**src/shared/ebc_params.svh**
```systemverilog
`ifndef EBC_PARAMS_SVH
`define EBC_PARAMS_SVH
// Wait T-states before channel-ready sampling, or in state 15 for flash (each T-state = 2 clocks).
`define EBC_WAIT_16        4'd8
`define EBC_WAIT_8         4'd15
`define EBC_FLASH_WAIT     4'd2
`define EBC_TCNT_ZERO      4'd0
`define EBC_TCNT_ONE       4'd1
`define EBC_KBD_ADDR_BIT   2
`define EBC_A18_BIT        18
`define EBC_ADDR_W         24
`endif

```
**src/shared/ebc_pkg.sv**
```systemverilog
`default_nettype none
package ebc_pkg;
  // Cycle state machine states, numbered as the bus cycle states.
  typedef enum logic [3:0] {
    EBC_S0  = 4'b0000,
    EBC_S1  = 4'b0001,
    EBC_S2  = 4'b0010,
    EBC_S3  = 4'b0011,
    EBC_S5  = 4'b0101,
    EBC_S13 = 4'b1101,
    EBC_S15 = 4'b1111
  } ebc_state_type;
endpackage
`default_nettype wire

```
**src/verilog/ebc_ctrl.sv**
```systemverilog
`include "ebc_params.svh"
`default_nettype none
module ebc_ctrl
(
  // Clock and reset.
  input  wire logic                   ref_clk,
  input  wire logic                   rst_n,
  // Processor bus state and cycle qualifiers.
  input  wire logic                   first_state,
  input  wire logic                   pipelined_first_state,
  input  wire logic                   second_state,
  input  wire logic                   pipelined_second_state,
  input  wire logic                   phase,
  input  wire logic                   dram_cycle,
  input  wire logic                   mem_cycle,
  input  wire logic                   write_cycle,
  input  wire logic                   halt_cycle,
  input  wire logic                   shutdown_cycle,
  input  wire logic [`EBC_ADDR_W-1:0] addr,
  input  wire logic                   low_byte_en_n,
  input  wire logic                   high_byte_en_n,
  input  wire logic                   local_access_n,
  // Processor chip selects.
  input  wire logic                   low_region_select_n,
  input  wire logic                   top_region_select_n,
  input  wire logic                   kbd_cs_in_n,
  input  wire logic                   clock_chip_cs_n,
  input  wire logic                   disk_primary_cs_n,
  input  wire logic                   disk_secondary_cs_n,
  // Expansion bus inputs (asynchronous).
  input  wire logic                   io_wide_device_n,
  input  wire logic                   mem_wide_device_n,
  input  wire logic                   channel_ready,
  // Processor answers.
  output logic                        ready_n,
  output logic                        byte_size_req_n,
  output logic                        nmi,
  output logic                        data_buf_disable,
  // Expansion bus strobes.
  output logic                        addr_latch_strobe,
  output logic                        mem_read_n,
  output logic                        mem_write_n,
  output logic                        io_read_n,
  output logic                        io_write_n,
  // Peripheral selects.
  output logic                        flash_select_n,
  output logic                        flash_write_en_n,
  output logic                        flash_top_addr,
  output logic                        kbd_ctrl_select_n,
  output logic                        clock_chip_addr_strobe,
  output logic                        clock_chip_data_strobe,
  output logic                        disk_buf_high_en_n,
  output logic                        disk_buf_low_en_n
);
  import ebc_pkg::*;

  // ----------------------------------------------------------------
  // Input synchronisers
  // ----------------------------------------------------------------
  logic rdy_meta, rdy_sync, io16_meta, io16_sync, m16_meta, m16_sync;

  // Two flops before the state machine looks at any expansion-bus input.
  always_ff @(posedge ref_clk or negedge rst_n) begin
    if (!rst_n) begin
      rdy_meta  <= 1'b1;
      rdy_sync  <= 1'b1;
      io16_meta <= 1'b1;
      io16_sync <= 1'b1;
      m16_meta  <= 1'b1;
      m16_sync  <= 1'b1;
    end else begin
      rdy_meta  <= channel_ready;
      rdy_sync  <= rdy_meta;
      io16_meta <= io_wide_device_n;
      io16_sync <= io16_meta;
      m16_meta  <= mem_wide_device_n;
      m16_sync  <= m16_meta;
    end
  end

  // ----------------------------------------------------------------
  // Cycle state machine
  // ----------------------------------------------------------------
  ebc_state_type state;
  ebc_state_type next_state;
  logic [3:0]    tcnt;
  logic [3:0]    next_tcnt;
  logic          wide;
  logic          flash_hit;
  logic          end_t;
  logic          start;
  logic          read_pend;
  logic          is_rtc;
  // A T-state ends on the second doubled-clock phase.
  assign end_t     = phase;
  assign flash_hit = !low_region_select_n || !top_region_select_n;
  assign start     = (first_state || pipelined_first_state) && !dram_cycle;
  // Wide when the resolved device answers 16-bit for this cycle type.
  function automatic logic is_wide(input logic m, input logic i16,
                                   input logic m16);
    is_wide = m ? !m16 : !i16;
  endfunction
  // Next state; every move happens on a T-state end.
  always_comb begin
    next_state = state;
    next_tcnt  = tcnt;
    if (end_t) begin
      case (state)
        EBC_S0: begin
          if (start) next_state = EBC_S1;
        end
        EBC_S1: begin
          if (flash_hit) begin
            next_state = EBC_S15;
            next_tcnt  = `EBC_FLASH_WAIT - `EBC_TCNT_ONE;
          end else if (!local_access_n) begin
            next_state = EBC_S0;
          end else if (halt_cycle) begin
            next_state = EBC_S15;
          end else begin
            next_state = EBC_S2;
          end
        end
        EBC_S2: next_state = EBC_S3;
        EBC_S3: next_state = EBC_S5;
        EBC_S5: begin
          next_state = EBC_S13;
          next_tcnt = is_wide(mem_cycle, io16_sync, m16_sync) ?
                      `EBC_WAIT_16 : `EBC_WAIT_8;
        end
        EBC_S13: begin
          if (tcnt != `EBC_TCNT_ZERO)
            next_tcnt = tcnt - `EBC_TCNT_ONE;
          else if (rdy_sync)
            next_state = EBC_S15;
        end
        EBC_S15: begin
          if (tcnt != `EBC_TCNT_ZERO)
            next_tcnt = tcnt - `EBC_TCNT_ONE;
          else
            next_state = EBC_S0;
        end
        default: next_state = EBC_S0;
      endcase
    end
  end
  // State and wait counter.
  always_ff @(posedge ref_clk or negedge rst_n) begin
    if (!rst_n) begin
      state <= EBC_S0;
      tcnt  <= `EBC_TCNT_ZERO;
    end else begin
      state <= next_state;
      tcnt  <= next_tcnt;
    end
  end
  // Width resolved once, latched for byte-size and disk buffers.
  always_ff @(posedge ref_clk or negedge rst_n) begin
    if (!rst_n) wide <= 1'b0;
    else if (state == EBC_S5 && end_t)
      wide <= is_wide(mem_cycle, io16_sync, m16_sync);
  end

  // ----------------------------------------------------------------
  // Strobes
  // ----------------------------------------------------------------
  // Latch strobe: up entering state 1, down at end of 1 or mid state 2.
  always_ff @(posedge ref_clk or negedge rst_n) begin
    if (!rst_n) addr_latch_strobe <= 1'b0;
    else if (state == EBC_S0 && end_t && start)
      addr_latch_strobe <= 1'b1;
    else if (state == EBC_S1 && end_t && next_state != EBC_S2)
      addr_latch_strobe <= 1'b0;
    else if (state == EBC_S2 && !end_t)
      addr_latch_strobe <= 1'b0;
  end
  // Commands: on at end of 2; writes off at end of 15, reads after 0.
  always_ff @(posedge ref_clk or negedge rst_n) begin
    if (!rst_n) begin
      mem_read_n  <= 1'b1;
      mem_write_n <= 1'b1;
      io_read_n   <= 1'b1;
      io_write_n  <= 1'b1;
      read_pend   <= 1'b0;
    end else if (state == EBC_S2 && end_t) begin
      mem_read_n  <= !(mem_cycle && !write_cycle);
      mem_write_n <= !(mem_cycle && write_cycle);
      io_read_n   <= !(!mem_cycle && !write_cycle);
      io_write_n  <= !(!mem_cycle && write_cycle);
    end else if (state == EBC_S15 && end_t && next_state == EBC_S0) begin
      mem_write_n <= 1'b1;
      io_write_n  <= 1'b1;
      read_pend   <= !mem_read_n || !io_read_n;
    end else if (state == EBC_S0 && end_t && read_pend) begin
      mem_read_n <= 1'b1;
      io_read_n  <= 1'b1;
      read_pend  <= 1'b0;
    end
  end
  // Ready: one T-state, changing one phase into the T-state.
  logic rdy_arm;
  always_ff @(posedge ref_clk or negedge rst_n) begin
    if (!rst_n) begin
      rdy_arm <= 1'b0;
      ready_n <= 1'b1;
    end else begin
      rdy_arm <= state == EBC_S15 && end_t && next_state == EBC_S0;
      if (rdy_arm) ready_n <= 1'b0;
      else if (!end_t) ready_n <= 1'b1;
    end
  end
  // Byte-size request for a word cycle to a narrow device.
  always_ff @(posedge ref_clk or negedge rst_n) begin
    if (!rst_n) byte_size_req_n <= 1'b1;
    else if (state == EBC_S0) byte_size_req_n <= 1'b1;
    else if (state == EBC_S13)
      byte_size_req_n <= !(!wide && !low_byte_en_n && !high_byte_en_n);
  end

  // ----------------------------------------------------------------
  // Peripheral selects
  // ----------------------------------------------------------------
  // Registered decode; one clock of latency against the selects.
  always_ff @(posedge ref_clk or negedge rst_n) begin
    if (!rst_n) begin
      flash_select_n    <= 1'b1;
      flash_write_en_n  <= 1'b1;
      flash_top_addr    <= 1'b0;
      kbd_ctrl_select_n <= 1'b1;
    end else begin
      flash_select_n   <= !flash_hit;
      flash_write_en_n <= !(flash_hit && write_cycle && state == EBC_S15);
      flash_top_addr   <= !top_region_select_n ? addr[`EBC_A18_BIT] :
                          !addr[`EBC_A18_BIT];
      // Low byte only, and address bit 2 picks 60h or 64h anyway.
      kbd_ctrl_select_n <= !(!kbd_cs_in_n && !low_byte_en_n);
    end
  end
  // Clock chip strobes follow the cycle; the flag clears in idle so a
  // later cycle to another device never inherits a stale address strobe.
  always_ff @(posedge ref_clk or negedge rst_n) begin
    if (!rst_n) begin
      is_rtc                 <= 1'b0;
      clock_chip_addr_strobe <= 1'b0;
      clock_chip_data_strobe <= 1'b0;
    end else begin
      is_rtc <= state == EBC_S1 ? !clock_chip_cs_n : is_rtc && state != EBC_S0;
      clock_chip_addr_strobe <= !clock_chip_cs_n && next_state == EBC_S1 ||
                                is_rtc && state == EBC_S1;
      clock_chip_data_strobe <= is_rtc && (state == EBC_S3 ||
                                state == EBC_S5 || state == EBC_S13);
    end
  end
  // Disk buffers by byte lane and resolved width.
  always_ff @(posedge ref_clk or negedge rst_n) begin
    if (!rst_n) begin
      disk_buf_high_en_n <= 1'b1;
      disk_buf_low_en_n  <= 1'b1;
    end else begin
      disk_buf_low_en_n  <= !((!disk_primary_cs_n || !disk_secondary_cs_n) &&
                             (state == EBC_S13 || state == EBC_S15) &&
                             !low_byte_en_n);
      disk_buf_high_en_n <= !((!disk_primary_cs_n || !disk_secondary_cs_n) &&
                             (state == EBC_S13 || state == EBC_S15) &&
                             !high_byte_en_n && wide);
    end
  end
  // Buffer disable after a second state; prevents turnaround clash.
  logic after_t2;
  always_ff @(posedge ref_clk or negedge rst_n) begin
    if (!rst_n) begin
      after_t2         <= 1'b0;
      data_buf_disable <= 1'b0;
    end else begin
      if (end_t) after_t2 <= second_state || pipelined_second_state;
      data_buf_disable <= after_t2 && !second_state &&
                          !pipelined_second_state;
    end
  end
  // NMI held from shutdown until the next top-region select.
  always_ff @(posedge ref_clk or negedge rst_n) begin
    if (!rst_n) nmi <= 1'b0;
    else if (shutdown_cycle) nmi <= 1'b1;
    else if (!top_region_select_n) nmi <= 1'b0;
  end

  // ----------------------------------------------------------------
  // Assertions
  // ----------------------------------------------------------------
  property p_flash_sel;
    @(posedge ref_clk) disable iff (!rst_n)
      flash_hit |=> !flash_select_n;
  endproperty
  a_flash_sel: assert property (p_flash_sel)
    else $error("flash select missed");
  property p_start;
    @(posedge ref_clk) disable iff (!rst_n)
      state == EBC_S0 && end_t && start |=> state == EBC_S1;
  endproperty
  a_start: assert property (p_start)
    else $error("cycle did not start");
  property p_local;
    @(posedge ref_clk) disable iff (!rst_n)
      state == EBC_S1 && end_t && !flash_hit && !local_access_n
      |=> state == EBC_S0;
  endproperty
  a_local: assert property (p_local)
    else $error("local access not released");
  property p_flash_go;
    @(posedge ref_clk) disable iff (!rst_n)
      state == EBC_S1 && end_t && flash_hit |=> state == EBC_S15;
  endproperty
  a_flash_go: assert property (p_flash_go)
    else $error("flash did not go to fifteen");
  property p_ready_len;
    @(posedge ref_clk) disable iff (!rst_n)
      $fell(ready_n) |-> !ready_n ##1 !ready_n ##1 ready_n;
  endproperty
  a_ready_len: assert property (p_ready_len)
    else $error("ready width wrong");
  property p_write_end;
    @(posedge ref_clk) disable iff (!rst_n)
      state == EBC_S15 && next_state == EBC_S0 |=> io_write_n && mem_write_n;
  endproperty
  a_write_end: assert property (p_write_end)
    else $error("write strobe held too long");
  property p_hold13;
    @(posedge ref_clk) disable iff (!rst_n)
      state == EBC_S13 && tcnt == `EBC_TCNT_ZERO && !rdy_sync
      |=> state == EBC_S13;
  endproperty
  a_hold13: assert property (p_hold13)
    else $error("not-ready ignored");
  property p_nmi;
    @(posedge ref_clk) disable iff (!rst_n)
      shutdown_cycle |=> nmi;
  endproperty
  a_nmi: assert property (p_nmi)
    else $error("nmi missed");
endmodule
`default_nettype wire

```
**config.mk**
```make
export PLATFORM = sky130hd
export DESIGN_NAME = ebc_ctrl
export DESIGN_NICKNAME = d
export VERILOG_FILES = /design/src/shared/ebc_pkg.sv /design/src/verilog/ebc_ctrl.sv
export VERILOG_INCLUDE_DIRS = /design/src /design/src/shared
export SDC_FILE = /design/constraint.sdc
export NUM_CORES = 1
export LEC_CHECK = 0
export ABC_AREA = 1
export ABC_CLOCK_PERIOD_IN_PS = 3200
export BUFFER_PORTS_ARGS = -buffer_cell sky130_fd_sc_hd__buf_4
export CELL_PAD_IN_SITES_DETAIL_PLACEMENT = 0
export CELL_PAD_IN_SITES_GLOBAL_PLACEMENT = 2
export CORE_ASPECT_RATIO = 1.2
export CORE_MARGIN = 5
export CORE_UTILIZATION = 29
export CTS_BUF_LIST = sky130_fd_sc_hd__clkbuf_4 sky130_fd_sc_hd__clkbuf_8 sky130_fd_sc_hd__clkbuf_16
export DETAILED_ROUTE_END_ITERATION = 10
export PLACE_DENSITY = 0.85
export SLEW_MARGIN = 20
export SYNTH_ARGS = -nofsm -noshare
export SYNTH_HDL_FRONTEND = slang
export SYNTH_SLANG_ARGS = --single-unit
export TNS_END_PERCENT = 100
```
**constraint.sdc**
```tcl
create_clock -name ref_clk -period 3.2 [get_ports ref_clk]
set_clock_uncertainty 0.15 [all_clocks]
set_input_delay 0.32 -clock ref_clk [delete_from_list [all_inputs] [get_ports ref_clk]]
set_output_delay 0.32 -clock ref_clk [all_outputs]
set_load 0.03 [all_outputs]
```
==> results.cfg, run 1 <==
[worst_hold_path]
whs_path_depth = 2
hold_path_class = in -> reg
hp-start = second_state
whs_endpoint = data_buf_disable$_DFF_PN0_

[global_route]
grt_start_max_net_pins = 37
grt_pass1_wl_microns = 6170
grt.overflow.total = 0
grt_usage_pct = 11.0
grt_pass1_vias = 1338
antenna_found_initial = 0

[place]
gp_congestion = 0.788
placedCellCount = 290
hpwl_microns = 2770
port_buffers = 41
dp_slack_ps = 1450

[timing]
hold_viol_final = 0
holdWs_ps = 42.1
relSlewSlack_pct = 69.5
finalSetupViolations = 0
finalCriticalPeriod_ps = 1730
finalMaxSlewViolations = 0
fmax_mhz = 577
tightest_slew_ps = 457
rsz0062_at_grt = false
post-route-period-util_pct = 54.2
fin_setup_tns_ps = 0
finalWorstSetupSlack_ps = 1470

[die]
dieArea_sq_um = 7210
num_rows = 30
coreArea_sq_um = 5560
chipHeight_microns = 92.0
fp.dieW_microns = 78.4
pin_count = 65
initial_core_util_pct = 29.3

[cells_and_area]
multi_input_area_sq_um = 602
fill_cells = 585
antenna_cells = 0
instances_no_fill = 302
nNetsFinal = 287
synthToLayoutAreaGrowth_pct = 32.8
layout-drive-gt1-share_pct = 33.6
reg_top3 = state x4, tcnt x4
regArea_sq_um = 922
fin_util_pct = 38.9

[worst_setup_path]
critPathLaunchType = flip-flop
reg2reg_slack_ps = 1470
reg2regPathDepth = 6
timing_worst_setup_path_type = reg -> reg
max_stage_delay_ps = 470
endpoint_kind = flip-flop
critPathRequiredTime_ps = 3210
crit_slowest_cell = dfrtp_1
worstReg2RegStart = state[1]$_DFF_PN0_
r2r_end = tcnt[2]$_DFFE_PN0P_
crit_fanout = 7
path_cells = nor2_2 > nand3_1 > nand2_1 > o211ai_2 > nor2_1 > a22oi_1
worstPathArrival_ps = 1750

[clock_network]
cts_max_level = 2
clockBufferDepth = 2
cts.sinks = 36
clk_pin_slew_ps = 70
cts_made_buffers = 5
cts_tree = yes
clockRootBuffer = clkbuf_8
cts_setup_buffers = 0
clock_latency_ps = 290

[logic_synthesis]
netlist_area_sq_um = 1630
syn_nets = 236
synth_top_area_share_pct = 29.2
avgSynthCellArea_sq_um = 8.74
yosysSeqAreaShare_pct = 56.7
yosysWarnings = 0
synth-seq-cells = 36
synth.distinct_cells = 26
synth_top_cell_by_area = dfrtp_1
ys_top_cells_by_area = dfrtp_1 29%, dfstp_2 27%, nand2_1 8.5%
netlist_instances = 186

[route]
routedWlPerCell_microns = 12.1
first_iter_violations = 81
drt-total-wl_microns = 3650
ant_nets = 0
drcViolationCount = 0
firstDrtPassIters = 4
vias_per_cell = 4.31
dr_total_vias = 1302

[pwr]
powerDensity_nw_per_um2 = 767
ir_drop_uv = 276
p_leak_nw = 1.09

[job]
maxCapViolCount = 0

[status]
status = completed
-- cell usage in the layout (no fill, tap or decap), drive strengths merged --
master and n:
or2 2, a21boi 1, xor2 1, clkbuf 5, a22oi 2, nand2 40
buf 41, nor2 30, a21o 1, bufinv 1, ha 2, nand3 16
inv 26, clkinv 1, o21bai 1, dfrtp 19, a21oi 6, mux2i 1
a31oi 2, dfstp 17, o21a 1, o211ai 1, nand3b 1, clkinvlp 1
dlygate4sd3 4, nor3 5, o21ai 10
-- metrics by stage --
stage          instance area (sq um)  power (mW)
2_1_floorplan                   1630        1.08
3_3_place_gp                    2010        1.27
3_5_place_dp                    2010        1.27
4_1_cts                         2160        1.68
5_1_grt                         2160        1.78
6_report                        2160        1.66
-- where the power goes --
part           switching [mW]  internal, mW
sequential             0.0801         0.579
combinational           0.382         0.216
clock                   0.169         0.231
total                   0.631          1.03
-- worst max-delay path, delay by kind of cell, from the launching register on --
family | cells | cell delay [ps]
and+or+nand+nor | 4 | 740
AOI/OAI and AO/OA | 2 | 250
DFF | 1 | 470
-- final cells by class --
cell class | instances | area share [%]
inverter | 26 | 4.52
multi-input combinational | 123 | 27.9
timing repair buffer | 45 | 16.1
sequential | 36 | 42.7
clock inverter | 3 | 1.97
clock buffer | 5 | 3.18
tap | 64 | 3.71
-- per-layer routing --
layer	share of wire (%)	up-vias	global-route usage (%)	routed length (microns)
met2	49	29	18.5	1780
met5	0	-	0	0
met4	2.1	0	5.25	77
met3	3.9	4	2.55	143
met1	45	578	13.1	1650
li1	-	691	-	-
-- kinds of logic after synthesis --
logic type	Yosys count	share of synthesized area, %
AND/OR/NAND/NOR	94	25.1
flip-flops	36	56.7
adder cells (fa/ha/maj)	2	1.54
multiplexers	1	0.615
buffers and inverters	27	6.31
AO/OA/AOI/OAI	25	9.23
XOR/XNOR	1	0.539
-- cell usage after synthesis --
cell and n:
dfrtp_1 19, o21a_1 1, nand3_1 16, xor2_1 1, a22oi_1 2, nor2_1 25, or2_2 2, o21bai_1 1
nand3b_1 1, nor3_1 5, o21ai_0 8, a31oi_1 2, inv_1 23, inv_2 3, nor2_2 5, ha_1 2
nand2_2 3, a21boi_0 1, a21o_1 1, dfstp_2 17, o21ai_1 2, buf_2 1, nand2_1 37, o211ai_2 1
mux2i_1 1, a21oi_1 6
-- timing repair --
action / 4_1_cts / 5_1_grt
hold buffers: 4 / 0
setup endpoints to repair: 0 / 0
hold endpoints to repair: 22 / 0
resized for setup: 0 / 0
-- worst max path at each step --
stage | endpoint | slack, ps | from
after floorplan | clock_chip_addr_strobe$_DFF_PN0_ | 1650 | tcnt[0]$_DFFE_PN0P_
after global placement | clock_chip_addr_strobe$_DFF_PN0_ | 1450 | tcnt[0]$_DFFE_PN0P_
after detailed placement | tcnt[2]$_DFFE_PN0P_ | 1450 | state[1]$_DFF_PN0_
after CTS | tcnt[2]$_DFFE_PN0P_ | 1450 | state[1]$_DFF_PN0_
after global routing | clock_chip_addr_strobe$_DFF_PN0_ | 1300 | tcnt[0]$_DFFE_PN0P_
final | tcnt[2]$_DFFE_PN0P_ | 1470 | state[1]$_DFF_PN0_
Power figures use the tool's default switching activity.
==> run 2, diff against run 1 <==
Settings changed: ABC_CLOCK_PERIOD_IN_PS 3200 to 1700, CORE_UTILIZATION 29 to 27, PLACE_DENSITY 0.85 to 0.8.
Clock period 3.2 ns to 1.7 ns, I/O delays scaled along.
==> results.cfg, run 2 (synthesized netlist as in run 1, its figures left out) <==
[timing]
hold_viol_final = 0
fin_setup_tns_ps = 0
holdWs_ps = 11.5
rsz0062_at_grt = true
post-route-period-util_pct = 95.3
finalCriticalPeriod_ps = 1620
finalSetupViolations = 0
relSlewSlack_pct = 70.0
fmax_mhz = 617
finalMaxSlewViolations = 0
tightest_slew_ps = 451

[route]
drcViolationCount = 0
vias_per_cell = 4.24
first_iter_violations = 74
routedWlPerCell_microns = 11.7
drt-total-wl_microns = 4130
dr_total_vias = 1492
firstDrtPassIters = 4
ant_nets = 0

[clock_network]
cts.sinks = 36
clockRootBuffer = clkbuf_8
clk_pin_slew_ps = 80
cts_tree = yes
clock_latency_ps = 290
cts_made_buffers = 5
cts_max_level = 2
clockBufferDepth = 2

[worst_hold_path]
whs_path_depth = 3
hold_path_class = in -> reg

[die]
coreArea_sq_um = 5930
initial_core_util_pct = 27.4
fp.dieW_microns = 80.9
chipHeight_microns = 95.0
dieArea_sq_um = 7680
num_rows = 31
pin_count = 65

[global_route]
grt_usage_pct = 11.8
grt.overflow.total = 0
grt_pass1_vias = 1556
antenna_found_initial = 0
grt_start_max_net_pins = 37
grt_pass1_wl_microns = 7020

[worst_setup_path]
critPathLaunchType = flip-flop
crit_fanout = 3
critPathRequiredTime_ps = 1770
reg2regPathDepth = 12
endpoint_kind = flip-flop
worstPathArrival_ps = 1690
timing_worst_setup_path_type = reg -> reg

[cells_and_area]
reg_top3 = state x4, tcnt x4
nNetsFinal = 319
antenna_cells = 0
layout-drive-gt1-share_pct = 45.9
fin_util_pct = 43.5
synthToLayoutAreaGrowth_pct = 58.5
final_cell_mix = 57 x buf_4, 27 x nand2_1, 21 x inv_1
layout_commonest_cell = buf_4

[place]
gp_congestion = 0.774
hpwl_microns = 2970
port_buffers = 41

[status]
status = completed

[pwr]
powerDensity_nw_per_um2 = 1390
ir_drop_uv = 579
p_leak_nw = 1.25

[job]
maxCapViolCount = 0
## run 2: changes by cell type in the layout (fill, tap and decap cells not counted), sizes merged
cell,previous run,this run
buf,41,57
dlygate4sd3,4,20
clkbuf,5,6
clkinvlp,1,0
## run 2: per-layer routing
metal,share of wire [%],GRT usage (%)
met1,42,13.8
met2,53,21.0
met3,3.1,1.61
met4,1.6,5.49
met5,0,0
## run 2: power by group
part | switching (mW) | leakage [nW] | internal, mW
logic | 0.884 | 0.778 | 0.671
registers | 0.170 | 0.413 | 1.10
clock network | 0.306 | 0.0586 | 0.451
## run 2: timing repair
item / in CTS / in global routing
buffers inserted: 0 / 4
resized for setup: 4 / 30
hold buffers: 20 / 0
endpoints found under the hold margin: 32 / 0
pin swaps: 3 / 15
endpoints found under the setup margin: 7 / 12
## run 2: final cells by class
class                      count  area [sq um]
tap                           82           103
timing repair buffer          77           628
clock buffer                   6          76.3
clock inverter                 2          35.0
multi-input combinational    123           713
inverter                      26          97.6
fill                         601          3360
sequential                    36           926
## run 2: path summary, 6_finish.rpt
kind	slack (ps)	start	end
max	80	tcnt[0]$_DFFE_PN0P_	addr_latch_strobe$_DFFE_PN0P_
min	10	mem_cycle	io_write_n$_DFFE_PN1P_
max reg2reg	80	tcnt[0]$_DFFE_PN0P_	addr_latch_strobe$_DFFE_PN0P_
min reg2reg	200	rdy_meta$_DFF_PN1_	rdy_sync$_DFF_PN1_
max in group asynchronous	820	rst_n	flash_select_n$_DFF_PN1_
min in group asynchronous	230	rst_n	is_rtc$_DFF_PN0_
## run 2: per-stage QoR
stage	instances	worst slack [ps]	total power, mW	cell area (sq um)
2_1_floorplan	186	154	2.03	1630
3_5_place_dp	320	-37.3	2.55	2120
6_report	352	80.3	3.58	2580
4_1_cts	348	12.0	3.39	2460
5_1_grt	352	-57.7	3.87	2580
3_3_place_gp	320	-11.7	2.54	2120
## run 2: critical path: stages (launching register included)
cell     delay, ps
dfrtp_1        400
inv_2           90
ha_4           140
nand3_4        100
nand2_4        100
nand3_2         80
nand2_2         80
nand2_2         80
nor2_4         120
nand3_2         70
nand2_2         60
nand2_1         50
nand2_1         50
